`config.mk`:
```
export PLATFORM = sky130hd
export DESIGN_NAME = led_blink_sequencer
export DESIGN_NICKNAME = d
export VERILOG_FILES = /design/src/shared/blink_pkg.sv /design/src/design/blink_channel.sv /design/src/design/led_blink_sequencer.sv /design/src/design/pin_sync.sv
export SDC_FILE = /design/constraint.sdc
export NUM_CORES = 1
export LEC_CHECK = 0
export ABC_AREA = 1
export BUFFER_PORTS_ARGS = -buffer_cell sky130_fd_sc_hd__buf_2
export CORE_UTILIZATION = 55
export DETAILED_ROUTE_END_ITERATION = 10
export PLACE_DENSITY = 0.71
export SLEW_MARGIN = 25
export SYNTH_ARGS = -nofsm -noshare
export SYNTH_HDL_FRONTEND = slang
export SYNTH_SLANG_ARGS = --single-unit
```
`constraint.sdc`:
```
create_clock -name ref_clk -period 5 [get_ports ref_clk]
set_clock_uncertainty 0.2 [all_clocks]
set_input_delay 0.25 -clock ref_clk [delete_from_list [all_inputs] [get_ports ref_clk]]
set_output_delay 0.25 -clock ref_clk [all_outputs]
set_load 0.05 [all_outputs]
```
`src/shared/blink_pkg.sv`:
```
// package: constants and types for the led blink sequencer
// assumes: 40 MHz ref_clk, registers reached over the two-wire serial port
package blink_pkg;
	localparam int CLK_PERIOD_NS = 25;
	// one tick is 1/200 ms, so a step of 1/200 cycle lasts cycle_ms ticks
	localparam int TICK_NS = 5000;
	localparam int TICK_CLKS = (TICK_NS + CLK_PERIOD_NS - 1) / CLK_PERIOD_NS;
	localparam int NCH = 3;
	localparam logic [7:0] STEPS = 8'hC8;
	localparam logic [6:0] DEV_ADDR_BASE = 7'h54;
	localparam logic [7:0] REG_CH_BASE = 8'h01;
	localparam logic [7:0] REG_CH_STRIDE = 8'h02;
	localparam logic [7:0] REG_GROUP_CFG = 8'h0B;
	localparam logic [7:0] REG_SEQ_CTRL = 8'h11;
	localparam logic [7:0] REG_SWITCH = 8'h12;
	localparam int CYC_EN_BIT = 3;
	localparam int CYC_LSB = 0;
	localparam int ON_LSB = 4;
	localparam int OFF_LSB = 0;
	localparam int START_BIT = 3;
	localparam int GROUP_LSB = 0;
	localparam logic [1:0] GROUP_BLINK = 2'h1;
	localparam logic [3:0] ACK_CNT = 4'h8;
	localparam logic [3:0] ACK_CLK_CNT = 4'h9;
	// on/off codes in half-percent steps: 0,1,2.5,5,7.5,10,15,20,30..90,100 %
	localparam logic [15:0][7:0] PCT_HALF = {8'hC8, 8'hB4, 8'hA0, 8'h8C,
		8'h78, 8'h64, 8'h50, 8'h3C, 8'h28, 8'h1E, 8'h14, 8'h0F,
		8'h0A, 8'h05, 8'h02, 8'h00};
	// cycle time in ms: 100, 250, 500, 1000, 2000, 3000, 4000, 5000
	localparam logic [7:0][12:0] CYCLE_MS = {13'h1388, 13'h0FA0, 13'h0BB8,
		13'h07D0, 13'h03E8, 13'h01F4, 13'h00FA, 13'h0064};

	typedef enum logic [2:0] {
		ST_IDLE  = 3'b000,
		ST_ADDR  = 3'b001,
		ST_REG   = 3'b010,
		ST_WDATA = 3'b011,
		ST_RDATA = 3'b100
	} i2c_state_t;

	typedef struct packed {
		logic       addr_sel;
		logic       sda;
		logic       scl;
	} bus_pins_t;

	typedef struct packed {
		bus_pins_t  meta;
		bus_pins_t  stable;
	} sync_state_t;

	typedef struct packed {
		logic       en;
		logic [2:0] cyc;
		logic [3:0] on;
		logic [3:0] off;
		logic       sw;
	} chan_cfg_t;

	typedef struct packed {
		logic [12:0] step;
		logic [7:0]  phase;
		logic        led;
	} chan_state_t;

	typedef struct packed {
		i2c_state_t          st;
		logic [3:0]          cnt;
		logic [7:0]          sh;
		logic [7:0]          ptr;
		logic                oe;
		logic                scl_prev;
		logic                sda_prev;
		logic [NCH-1:0][7:0] timing;
		logic [NCH-1:0][3:0] cyc;
		logic [1:0]          group;
		logic                start;
		logic [NCH-1:0]      sw;
		logic                restart;
		logic [15:0]         pre;
	} top_state_t;

	// edge detectors start at the idle bus level so no false edge follows reset
	localparam top_state_t TOP_RESET = '{st: ST_IDLE, scl_prev: 1'b1, sda_prev: 1'b1,
		default: '0};
	localparam chan_state_t CHAN_RESET = '0;
	localparam sync_state_t SYNC_IDLE = '1;

	function automatic logic [7:0] ch_reg(input int i, input logic cyc_reg);
		ch_reg = REG_CH_BASE + REG_CH_STRIDE * 8'(i) + {7'h00, cyc_reg};
	endfunction
endpackage
```
`src/design/blink_channel.sv`:
```
// one blink channel: off period, on period, dark remainder, repeating
// assumes: tick every 1/200 ms, restart is a one-cycle pulse
`timescale 1ns/1ps
`default_nettype none
module blink_channel (
	input  wire logic                ref_clk,
	input  wire logic                reset_n,
	input  wire logic                tick,
	input  wire logic                restart,
	input  wire logic                blink,
	input  wire logic                run,
	input  wire blink_pkg::chan_cfg_t cfg,
	output logic                     led
);
	import blink_pkg::*;

	chan_state_t q;
	chan_state_t d;
	logic [8:0]  off_h;
	logic [8:0]  on_end;
	logic [8:0]  lim;
	logic [12:0] last_step;
	logic        in_on;

	// percentage codes to half-percent steps
	assign off_h = {1'b0, PCT_HALF[cfg.off]}; // [RULE7]
	assign on_end = off_h + {1'b0, PCT_HALF[cfg.on]}; // [RULE7]
	// on time is cut so off plus on never passes the cycle
	assign lim = (on_end > {1'b0, STEPS}) ? {1'b0, STEPS} : on_end; // [RULE10]
	assign last_step = CYCLE_MS[cfg.cyc] - 13'h0001; // [RULE8]
	assign in_on = ({1'b0, q.phase} >= off_h) && ({1'b0, q.phase} < lim); // [RULE9] [RULE11]

	always_comb begin
		d = q;
		if (restart || !run || !blink) begin
			d.step = '0; // [RULE3]
			d.phase = '0;
		end else if (tick) begin
			if (q.step >= last_step) begin
				d.step = '0;
				d.phase = (q.phase >= STEPS - 8'h01) ? 8'h00 : q.phase + 8'h01; // [RULE14]
			end else begin
				d.step = q.step + 13'h0001;
			end
		end
		d.led = cfg.sw & (blink ? (run & in_on) : 1'b1); // [RULE2] [RULE5]
	end

	always_ff @(posedge ref_clk or negedge reset_n) begin
		if (!reset_n) begin
			q <= CHAN_RESET;
		end else begin
			q <= d;
		end
	end

	assign led = q.led;

	a_off_dark: assert property (@(posedge ref_clk) disable iff (!reset_n) // [RULE9]
		(blink && run && {1'b0, q.phase} < off_h) |=> !led)
		else $error("led lit during off period");
	a_on_cut: assert property (@(posedge ref_clk) disable iff (!reset_n) // [RULE10]
		(blink && {1'b0, q.phase} >= lim) |=> !led)
		else $error("led lit after on window");
	a_on_lit: assert property (@(posedge ref_clk) disable iff (!reset_n) // [RULE9]
		(blink && run && cfg.sw && in_on) |=> led)
		else $error("led dark inside on window");
	a_restart_align: assert property (@(posedge ref_clk) disable iff (!reset_n) // [RULE3]
		restart |=> (q.phase == 8'h00 && q.step == 13'h0000))
		else $error("restart did not clear counters");
	a_switch_only: assert property (@(posedge ref_clk) disable iff (!reset_n) // [RULE5]
		!blink |=> (led == $past(cfg.sw)))
		else $error("led does not follow switch");
	a_phase_wrap: assert property (@(posedge ref_clk) disable iff (!reset_n) // [RULE14]
		(blink && run && !restart && tick && q.step >= last_step
		&& q.phase == STEPS - 8'h01) |=> (q.phase == 8'h00))
		else $error("phase did not wrap");
	c_led_on: cover property (@(posedge ref_clk) disable iff (!reset_n)
		blink && run && $rose(led));
	c_wrap: cover property (@(posedge ref_clk) disable iff (!reset_n)
		blink && run && q.phase == STEPS - 8'h01 ##1 q.phase == 8'h00);
endmodule
`default_nettype wire

```
`src/design/led_blink_sequencer.sv`:
```
// top of the led blink sequencer: serial register port, registers, channels
// assumes: scl and sda arrive from pins; sda is open drain, driven low only
// Functional notes
// RULE1: blinking runs only while the output group select field holds 01b.
// RULE2: bit 3 of each cycle register enables blinking for that channel.
// RULE3: writing the start bit high starts all enabled channels together.
// RULE4: software sets timing and enables before raising the start bit.
// RULE5: one switch bit per channel turns that output on or off.
// RULE6: timing register holds on code in bits 7-4, off code in 3-0.
// RULE7: 4-bit codes map to 0,1,2.5,5,7.5,10..90,100 percent of cycle.
// RULE8: cycle code in bits 2-0 selects 0.1 s up to 5 s.
// RULE9: each cycle is off period, then on period, then dark remainder.
// RULE10: when off plus on exceeds 100 percent, on time is cut.
// RULE11: when off plus on is under 100 percent, remainder stays dark.
// RULE12: start bit sits at bit 3 of the sequencer control register.
// RULE13: a written byte takes effect on scl rise of the final ack.
// RULE14: a tick counter times the cycle, repeating while enabled and started.
`timescale 1ns/1ps
`default_nettype none
module led_blink_sequencer #(
	parameter int TICK_CLKS_P = blink_pkg::TICK_CLKS
) (
	input  wire logic           ref_clk,
	input  wire logic           reset_n,
	input  wire logic           scl_in,
	input  wire logic           sda_in,
	output logic                sda_out,
	output logic                sda_oe,
	input  wire logic           addr_sel,
	output logic [2:0]          led_drive
);
	import blink_pkg::*;

	if (TICK_CLKS_P < 1 || TICK_CLKS_P > 65535) begin : g_bad_tick
		$error("tick divider out of range");
	end

	localparam logic [15:0] PRE_LAST = 16'(TICK_CLKS_P - 1);

	top_state_t  q;
	top_state_t  d;
	bus_pins_t   pins_raw;
	bus_pins_t   pin;
	logic        scl_rise;
	logic        scl_fall;
	logic        start_c;
	logic        stop_c;
	logic        tick;
	logic        group_ok;
	logic [6:0]  dev_addr;
	logic [7:0]  rd_val;

	assign pins_raw = '{addr_sel: addr_sel, sda: sda_in, scl: scl_in};

	pin_sync u_sync (
		.ref_clk  (ref_clk),
		.reset_n  (reset_n),
		.pins_in  (pins_raw),
		.pins_out (pin)
	);

	assign scl_rise = pin.scl & ~q.scl_prev;
	assign scl_fall = ~pin.scl & q.scl_prev;
	assign start_c = pin.scl & q.scl_prev & q.sda_prev & ~pin.sda;
	assign stop_c = pin.scl & q.scl_prev & ~q.sda_prev & pin.sda;
	assign dev_addr = {DEV_ADDR_BASE[6:1], pin.addr_sel};
	assign tick = (q.pre == PRE_LAST); // [RULE14]
	assign group_ok = (q.group == GROUP_BLINK); // [RULE1]

	// register read mux; unmapped offsets read zero
	always_comb begin
		rd_val = 8'h00;
		for (int i = 0; i < NCH; i++) begin
			if (q.ptr == ch_reg(i, 1'b0)) begin
				rd_val = q.timing[i];
			end
			if (q.ptr == ch_reg(i, 1'b1)) begin
				rd_val = {4'h0, q.cyc[i]};
			end
		end
		if (q.ptr == REG_GROUP_CFG) begin
			rd_val = {6'h00, q.group};
		end
		if (q.ptr == REG_SEQ_CTRL) begin
			rd_val = 8'(q.start) << START_BIT;
		end
		if (q.ptr == REG_SWITCH) begin
			rd_val = {5'h00, q.sw};
		end
	end

	always_comb begin
		d = q;
		d.scl_prev = pin.scl;
		d.sda_prev = pin.sda;
		d.restart = 1'b0;
		d.pre = (q.restart || tick) ? 16'h0000 : q.pre + 16'h0001; // [RULE3] [RULE14]
		if (start_c) begin
			d.st = ST_ADDR;
			d.cnt = 4'h0;
			d.oe = 1'b0;
		end else if (stop_c) begin
			d.st = ST_IDLE;
			d.cnt = 4'h0;
			d.oe = 1'b0;
		end else if (q.st != ST_IDLE && scl_rise) begin
			if (q.cnt < ACK_CNT) begin
				d.cnt = q.cnt + 4'h1;
				if (q.st != ST_RDATA) begin
					d.sh = {q.sh[6:0], pin.sda};
				end
			end else if (q.cnt == ACK_CLK_CNT && q.st == ST_WDATA) begin
				// byte lands on the rising scl edge of its ack
				for (int i = 0; i < NCH; i++) begin
					if (q.ptr == ch_reg(i, 1'b0)) begin
						d.timing[i] = q.sh; // [RULE6] [RULE13]
					end
					if (q.ptr == ch_reg(i, 1'b1)) begin
						d.cyc[i] = q.sh[3:0]; // [RULE2] [RULE8] [RULE13]
					end
				end
				if (q.ptr == REG_GROUP_CFG) begin
					d.group = q.sh[GROUP_LSB +: 2]; // [RULE1]
				end
				if (q.ptr == REG_SEQ_CTRL) begin
					d.start = q.sh[START_BIT]; // [RULE12]
					d.restart = q.sh[START_BIT] & ~q.start; // [RULE3]
				end
				if (q.ptr == REG_SWITCH) begin
					d.sw = q.sh[NCH-1:0]; // [RULE5]
				end
				d.ptr = q.ptr + 8'h01;
			end else if (q.cnt == ACK_CLK_CNT && q.st == ST_RDATA && pin.sda) begin
				d.st = ST_IDLE;
			end
		end else if (q.st != ST_IDLE && scl_fall) begin
			if (q.cnt == ACK_CNT) begin
				d.cnt = ACK_CLK_CNT;
				if (q.st == ST_RDATA) begin
					d.oe = 1'b0;
				end else if (q.st == ST_ADDR && q.sh[7:1] != dev_addr) begin
					d.st = ST_IDLE;
				end else begin
					d.oe = 1'b1;
				end
			end else if (q.cnt == ACK_CLK_CNT) begin
				d.cnt = 4'h0;
				d.oe = 1'b0;
				unique case (q.st)
					ST_ADDR: begin
						if (q.sh[0]) begin
							d.st = ST_RDATA;
							d.sh = rd_val;
							d.oe = ~rd_val[7];
							d.ptr = q.ptr + 8'h01;
						end else begin
							d.st = ST_REG;
						end
					end
					ST_REG: begin
						d.ptr = q.sh;
						d.st = ST_WDATA;
					end
					ST_RDATA: begin
						d.sh = rd_val;
						d.oe = ~rd_val[7];
						d.ptr = q.ptr + 8'h01;
					end
					ST_WDATA: begin
						d.st = ST_WDATA;
					end
					default: begin
						d.st = ST_IDLE;
					end
				endcase
			end else if (q.st == ST_RDATA && q.cnt != 4'h0) begin
				d.sh = {q.sh[6:0], 1'b0};
				d.oe = ~q.sh[6];
			end
		end
	end

	always_ff @(posedge ref_clk or negedge reset_n) begin
		if (!reset_n) begin
			q <= TOP_RESET;
		end else begin
			q <= d;
		end
	end

	assign sda_out = 1'b0;
	assign sda_oe = q.oe;

	for (genvar i = 0; i < NCH; i++) begin : g_ch
		chan_cfg_t cfg;
		assign cfg = '{en: q.cyc[i][CYC_EN_BIT], cyc: q.cyc[i][CYC_LSB +: 3],
			on: q.timing[i][ON_LSB +: 4], off: q.timing[i][OFF_LSB +: 4],
			sw: q.sw[i]};
		blink_channel u_ch (
			.ref_clk (ref_clk),
			.reset_n (reset_n),
			.tick    (tick),
			.restart (q.restart),
			.blink   (cfg.en & group_ok), // [RULE1] [RULE2]
			.run     (q.start), // [RULE14]
			.cfg     (cfg),
			.led     (led_drive[i])
		);
	end

	a_write_at_ack: assert property (@(posedge ref_clk) disable iff (!reset_n) // [RULE13]
		(q.st == ST_WDATA && q.cnt == ACK_CLK_CNT && scl_rise && !start_c
		&& !stop_c && q.ptr == REG_SEQ_CTRL) |=> (q.start == $past(q.sh[START_BIT])))
		else $error("control write missed its ack edge");
	a_no_early_write: assert property (@(posedge ref_clk) disable iff (!reset_n) // [RULE13]
		(q.cnt != ACK_CLK_CNT || !scl_rise) |=> $stable(q.timing))
		else $error("timing changed outside an ack edge");
	a_start_restart: assert property (@(posedge ref_clk) disable iff (!reset_n) // [RULE3]
		$rose(q.start) |-> q.restart ##1 (q.pre == 16'h0000))
		else $error("start did not realign channels");
	a_group_gate: assert property (@(posedge ref_clk) disable iff (!reset_n) // [RULE1]
		(q.group != GROUP_BLINK) |=> (led_drive == $past(q.sw)))
		else $error("blink ran outside group select 01b");
	a_tick_reload: assert property (@(posedge ref_clk) disable iff (!reset_n) // [RULE14]
		tick |=> (q.pre == 16'h0000))
		else $error("prescaler did not reload");
	a_idle_released: assert property (@(posedge ref_clk) disable iff (!reset_n) // [RULE13]
		(start_c || stop_c) |=> !sda_oe ##1 (q.st != ST_IDLE || !sda_oe))
		else $error("sda held after start or stop");
	a_ack_drive: assert property (@(posedge ref_clk) disable iff (!reset_n) // [RULE13]
		(q.st == ST_REG && q.cnt == ACK_CNT && scl_fall && !start_c && !stop_c)
		|=> sda_oe)
		else $error("register byte not acknowledged");

	// bus framing, acknowledge and register pointer checks
	a_start_frame: assert property (@(posedge ref_clk) disable iff (!reset_n) // [RULE13]
		start_c |=> (q.st == ST_ADDR && q.cnt == 4'h0))
		else $error("start did not open a frame");
	a_stop_frame: assert property (@(posedge ref_clk) disable iff (!reset_n) // [RULE13]
		stop_c |=> (q.st == ST_IDLE))
		else $error("stop did not close the frame");
	a_addr_match: assert property (@(posedge ref_clk) disable iff (!reset_n) // [RULE13]
		(q.st == ST_ADDR && q.cnt == ACK_CNT && scl_fall && q.sh[7:1] == dev_addr)
		|=> sda_oe)
		else $error("own address not acknowledged");
	a_addr_other: assert property (@(posedge ref_clk) disable iff (!reset_n) // [RULE13]
		(q.st == ST_ADDR && q.cnt == ACK_CNT && scl_fall && q.sh[7:1] != dev_addr)
		|=> (q.st == ST_IDLE && !sda_oe))
		else $error("foreign address not ignored");
	a_idle_quiet: assert property (@(posedge ref_clk) disable iff (!reset_n) // [RULE13]
		(q.st == ST_IDLE) |-> !sda_oe)
		else $error("sda driven while idle");
	a_ack_release: assert property (@(posedge ref_clk) disable iff (!reset_n) // [RULE13]
		((q.st == ST_REG || q.st == ST_WDATA) && q.cnt == ACK_CLK_CNT && scl_fall)
		|=> !sda_oe)
		else $error("ack held past its clock");
	a_rd_ack_free: assert property (@(posedge ref_clk) disable iff (!reset_n) // [RULE13]
		(q.st == ST_RDATA && q.cnt == ACK_CNT && scl_fall) |=> (!sda_oe && q.cnt == ACK_CLK_CNT))
		else $error("sda not freed for master ack");
	a_rd_hold: assert property (@(posedge ref_clk) disable iff (!reset_n) // [RULE13]
		(q.st == ST_RDATA && scl_rise && q.cnt < ACK_CNT) |=> ($stable(q.sh) && $stable(sda_oe)))
		else $error("read data moved while scl high");
	a_nack_ends: assert property (@(posedge ref_clk) disable iff (!reset_n) // [RULE13]
		(q.st == ST_RDATA && q.cnt == ACK_CLK_CNT && scl_rise && pin.sda) |=> (q.st == ST_IDLE))
		else $error("master nack did not end the read");
	a_ptr_load: assert property (@(posedge ref_clk) disable iff (!reset_n) // [RULE13]
		(q.st == ST_REG && q.cnt == ACK_CLK_CNT && scl_fall)
		|=> (q.st == ST_WDATA && q.ptr == $past(q.sh)))
		else $error("register pointer not loaded");
	a_ptr_step: assert property (@(posedge ref_clk) disable iff (!reset_n) // [RULE13]
		(q.st == ST_WDATA && q.cnt == ACK_CLK_CNT && scl_rise) |=> (q.ptr == $past(q.ptr) + 8'h01))
		else $error("pointer did not advance after write");
	a_cnt_bound: assert property (@(posedge ref_clk) disable iff (!reset_n) // [RULE13]
		q.cnt <= ACK_CLK_CNT)
		else $error("bit counter out of range");

	a_timing_write: assert property (@(posedge ref_clk) disable iff (!reset_n) // [RULE6]
		(q.st == ST_WDATA && q.cnt == ACK_CLK_CNT && scl_rise && q.ptr == ch_reg(0, 1'b0))
		|=> (q.timing[0] == $past(q.sh)))
		else $error("red timing write lost");
	a_switch_write: assert property (@(posedge ref_clk) disable iff (!reset_n) // [RULE5]
		(q.st == ST_WDATA && q.cnt == ACK_CLK_CNT && scl_rise && q.ptr == REG_SWITCH)
		|=> (q.sw == $past(q.sh[NCH-1:0])))
		else $error("switch write lost");
	a_group_write: assert property (@(posedge ref_clk) disable iff (!reset_n) // [RULE1]
		(q.st == ST_WDATA && q.cnt == ACK_CLK_CNT && scl_rise && q.ptr == REG_GROUP_CFG)
		|=> (q.group == $past(q.sh[GROUP_LSB +: 2])))
		else $error("group select write lost");
	a_start_hold: assert property (@(posedge ref_clk) disable iff (!reset_n) // [RULE12]
		(q.st != ST_WDATA || q.cnt != ACK_CLK_CNT || !scl_rise) |=> $stable(q.start))
		else $error("start bit changed outside a write");
	a_restart_once: assert property (@(posedge ref_clk) disable iff (!reset_n) // [RULE3]
		q.restart |=> !q.restart)
		else $error("restart longer than one cycle");
	a_restart_cause: assert property (@(posedge ref_clk) disable iff (!reset_n) // [RULE3]
		q.restart |-> (q.start && !$past(q.start)))
		else $error("restart without a start rise");
	a_pre_bound: assert property (@(posedge ref_clk) disable iff (!reset_n) // [RULE14]
		q.pre <= PRE_LAST)
		else $error("prescaler ran past its end");

	c_start_write: cover property (@(posedge ref_clk) disable iff (!reset_n)
		$rose(q.start));
	c_read_byte: cover property (@(posedge ref_clk) disable iff (!reset_n)
		q.st == ST_RDATA && scl_fall && q.cnt == ACK_CLK_CNT);
	c_group_on: cover property (@(posedge ref_clk) disable iff (!reset_n)
		$rose(group_ok));
endmodule
`default_nettype wire

```
`src/design/pin_sync.sv`:
```
// two-flop synchroniser for the serial bus pins and the address strap
// assumes: pins are asynchronous to ref_clk and idle high
`timescale 1ns/1ps
`default_nettype none
module pin_sync (
	input  wire logic                ref_clk,
	input  wire logic                reset_n,
	input  wire blink_pkg::bus_pins_t pins_in,
	output var  blink_pkg::bus_pins_t pins_out
);
	import blink_pkg::*;

	sync_state_t q;
	sync_state_t d;

	always_comb begin
		d.meta = pins_in;
		d.stable = q.meta;
	end

	always_ff @(posedge ref_clk or negedge reset_n) begin
		if (!reset_n) begin
			q <= SYNC_IDLE;
		end else begin
			q <= d;
		end
	end

	assign pins_out = q.stable;
endmodule
`default_nettype wire

```
==> reports/qor.yml <==
post_drt_via_cell_ratio: 5.49
first_global_vias: 10800
cts_sinks: 157
grt_antenna_before_repair: 0
synth_flop_cell: "sky130_fd_sc_hd__dfrtp_1"
synth_sequential_area_ratio: 0.303
regToRegSetupSlack_ns: 0.55
maxSlewViolCount: 0
detail_route.wirelength_mm: 29.7
min_path_cells: 0
asyncSetResetFlopFracSynth: 1.00
hold-path-endpoint: "u_sync.pins_out[2]"
post_cts.repair.setup_buffers: 0
power_density_nw_per_um2: 235
finalPower_mw: 3.27
floorplan.die.width_um: 156
critical-path-slowest-cell: "sky130_fd_sc_hd__dfrtp_1"
ys_types: 55
grt_start_max_net_pins: 82
detailroute.via_count: 11700
synth_area_um2: 13000
ctsRootBufferMaster: "sky130_fd_sc_hd__clkbuf_16"
tightest_slew_ns: 0.769
maxSlewHeadroom: 0.487
layout.cells.most_common_list: "sky130_fd_sc_hd__nand2_1 (401), sky130_fd_sc_hd__inv_1 (219), sky130_fd_sc_hd__nor2_1 (184), sky130_fd_sc_hd__ha_1 (161), sky130_fd_sc_hd__dfrtp_1 (149)"
synthesis.instances: 1797
cts_tree: "built"
synth_fp_nets: 1966
timing.hold.ws_ns: 0.158
synth_area_per_cell_um2: 7.22
crit_chain: "inv_2 > ha_1 > nand2_1 > o21ai_0 > ha_1 > a21oi_1 > nor2_1 > a211oi_1 > nand3b_1 > nand2_1 > nor2_1 > nand2_1 > nand2_1 > or2_1 > ha_1 > a21oi_1 > nor2_1 > a211oi_1 > o21ai_0 > a21oi_1 > o21a_1 > nand2_1 > a21oi_1"
outcome: "complete, no violations"
critical-path-max-stage-delay_ns: 0.51
clkLatencyLatePin_ns: 0.44
die_h_um: 156
drive_above_1_share: 0.0562
nFillCells: 2087
peakVddDrop_mv: 0.276
critPathMaxFanout: 8
critical_path_at_ns: 4.60
gr-usage-all-layers: 0.259
design.core.area_um2: 22900
path_common_cell: "sky130_fd_sc_hd__nand2_1"
number_of_synthesized_register_bits: 157
critical_path_source_type: "flip-flop"
max_freq_mhz: 225
buffer_ports.inserted: 8
floorplan.io_pins: 10
final_net_count: 1971
ys_warn_count: 0
cts_made_buffers: 17
drc: 0
htree_num_levels: 4
initial_core_util: 0.567
diodes: 0
layout.cells.most_common: "sky130_fd_sc_hd__nand2_1"
routabilityCongestion: 0.949
crit_path_end_kind: "flip-flop"
dp.final_hpwl_mm: 22.5
grt_pass1_wl_mm: 50.9
setup_tns_ns: 0
grt_setup_unrepaired: "false"
detail_route.iter0.violations: 761
dr.pass1.iters: 5
area_growth_pct: 7.18
reg2reg_from: "g_ch[0].cfg[1]"
timing.max_cap.violations: 0
worst_r2r_path_depth: 23
min_from: "u_sync.d[2]"
ant_nets: 0
clkTransAtPathRegs_ns: 0.07
die_area_um2: 24200
cp_data_required_time_ns: 5.16
grt_remaining_overflow: 0
maximum_clock_path_buffer_count: 2
finalCritPeriodShare: 0.889
static-leakage-power_nw: 6.78
timing.final.hold_violations: 0
hold_path.class: "reg2reg"
critical_path_class: "reg2reg"
synth_enable_flop_cells: 0
report.final.setup_viol: 0
rows: 55
layout_min_cycle_time_ns: 4.45
wire_per_inst_um: 14.0
timing.rr.end: "g_ch[0].u_ch.led"
## cell usage after synthesis, types with 10 or more instances
master / n / share of area
sky130_fd_sc_hd__inv_2: 15 / 0.0043
sky130_fd_sc_hd__nand3_1: 89 / 0.034
sky130_fd_sc_hd__o22ai_1: 14 / 0.0067
sky130_fd_sc_hd__nor2_1: 184 / 0.053
sky130_fd_sc_hd__nor3_1: 48 / 0.019
sky130_fd_sc_hd__buf_2: 11 / 0.0042
sky130_fd_sc_hd__dfrtp_1: 149 / 0.29
sky130_fd_sc_hd__o21ai_0: 131 / 0.051
sky130_fd_sc_hd__buf_4: 11 / 0.0064
sky130_fd_sc_hd__nand4_1: 24 / 0.012
sky130_fd_sc_hd__nand2_2: 10 / 0.0048
sky130_fd_sc_hd__a31oi_1: 10 / 0.0048
sky130_fd_sc_hd__a211oi_1: 11 / 0.0064
sky130_fd_sc_hd__a21oi_1: 121 / 0.047
sky130_fd_sc_hd__ha_1: 161 / 0.16
sky130_fd_sc_hd__inv_1: 219 / 0.063
sky130_fd_sc_hd__nand2_1: 401 / 0.12
sky130_fd_sc_hd__o211ai_1: 14 / 0.0081
sky130_fd_sc_hd__xor2_1: 36 / 0.024
sky130_fd_sc_hd__nor3b_1: 10 / 0.0058
## logic make-up (layout without fill, tap and decap cells)
kind of cell    after synthesis  count (layout)  share of synthesized area
simple gates                808             808                      0.270
compound gates              355             355                      0.155
buf+inv                     266             284                     0.0811
fa+ha+maj                   165             165                      0.161
flops                       157             157                      0.303
xor+xnor                     45              45                     0.0304
other cells                   1               1                   0.000289
## sequential cells by signal, summed over array words and instances, names as in the netlist
signal	flops
u_sync.d	3
g_ch.cfg	39
sda_oe	1
g_ch.u_ch.q	63
q	45
g_ch.u_ch.led	3
u_sync.pins_out	3
## area by class of cell
type | instances | area, um^2 | area share
Clock buffer | 17 | 425 | 0.0306
Clock inverter | 15 | 170 | 0.0122
Inverter | 238 | 893 | 0.0642
Multi-Input combinational cell | 1374 | 7990 | 0.574
Sequential cell | 157 | 3940 | 0.283
Tap cell | 313 | 392 | 0.0281
Timing Repair Buffer | 14 | 101 | 0.00728
## power by group
group	switching (mW)	internal, mW
clock network	0.639	0.672
registers	0.0583	1.34
logic	0.413	0.146
## repair_timing
action / 4_1_cts / 5_1_grt
hold buffers: 4 / 0
gates resized for setup: 0 / 1
endpoints found under the hold margin: 82 / 0
setup endpoints to repair: 0 / 1
## worst max-delay path, delay by kind of cell, from the launching register on
family | cells | cell delay, ns
AOI/OAI and AO/OA | 9 | 1.57
DFF | 1 | 0.51
buffers and inverters | 1 | 0.13
and+or+nand+nor | 10 | 0.97
adders and majority gates | 3 | 0.97
## layer usage
layer | part of all wire | track usage | routed length (um)
met3 | 0.037 | 0.0425 | 1090
met4 | 0.012 | 0.0607 | 352
met5 | 0 | 0 | 0
met1 | 0.50 | 0.367 | 14900
met2 | 0.45 | 0.411 | 13300
## worst max path at each step
stage / startpoint / endpoint / cells past startpoint
CTS: g_ch[2].cfg[1] / g_ch[2].u_ch.led / 24
detailed placement: g_ch[2].cfg[1] / g_ch[2].u_ch.led / 24
global placement: g_ch[0].cfg[1] / g_ch[0].u_ch.led / 23
floorplan: g_ch[2].cfg[1] / g_ch[2].u_ch.led / 24
finish: g_ch[0].cfg[1] / g_ch[0].u_ch.led / 23
global route: g_ch[0].cfg[1] / g_ch[0].u_ch.led / 23
## metrics by stage
step,setup slack (ns),util,cell area [um^2],cells
floorplan,0.983,-,13000,1797
global placement,0.713,0.579,13300,2092
detailed placement,0.571,0.579,13300,2092
CTS,0.527,0.607,13900,2128
global route,0.0207,0.607,13900,2128
finish,0.554,0.607,13900,2128
No activity file was read; power rests on OpenSTA's default activity.
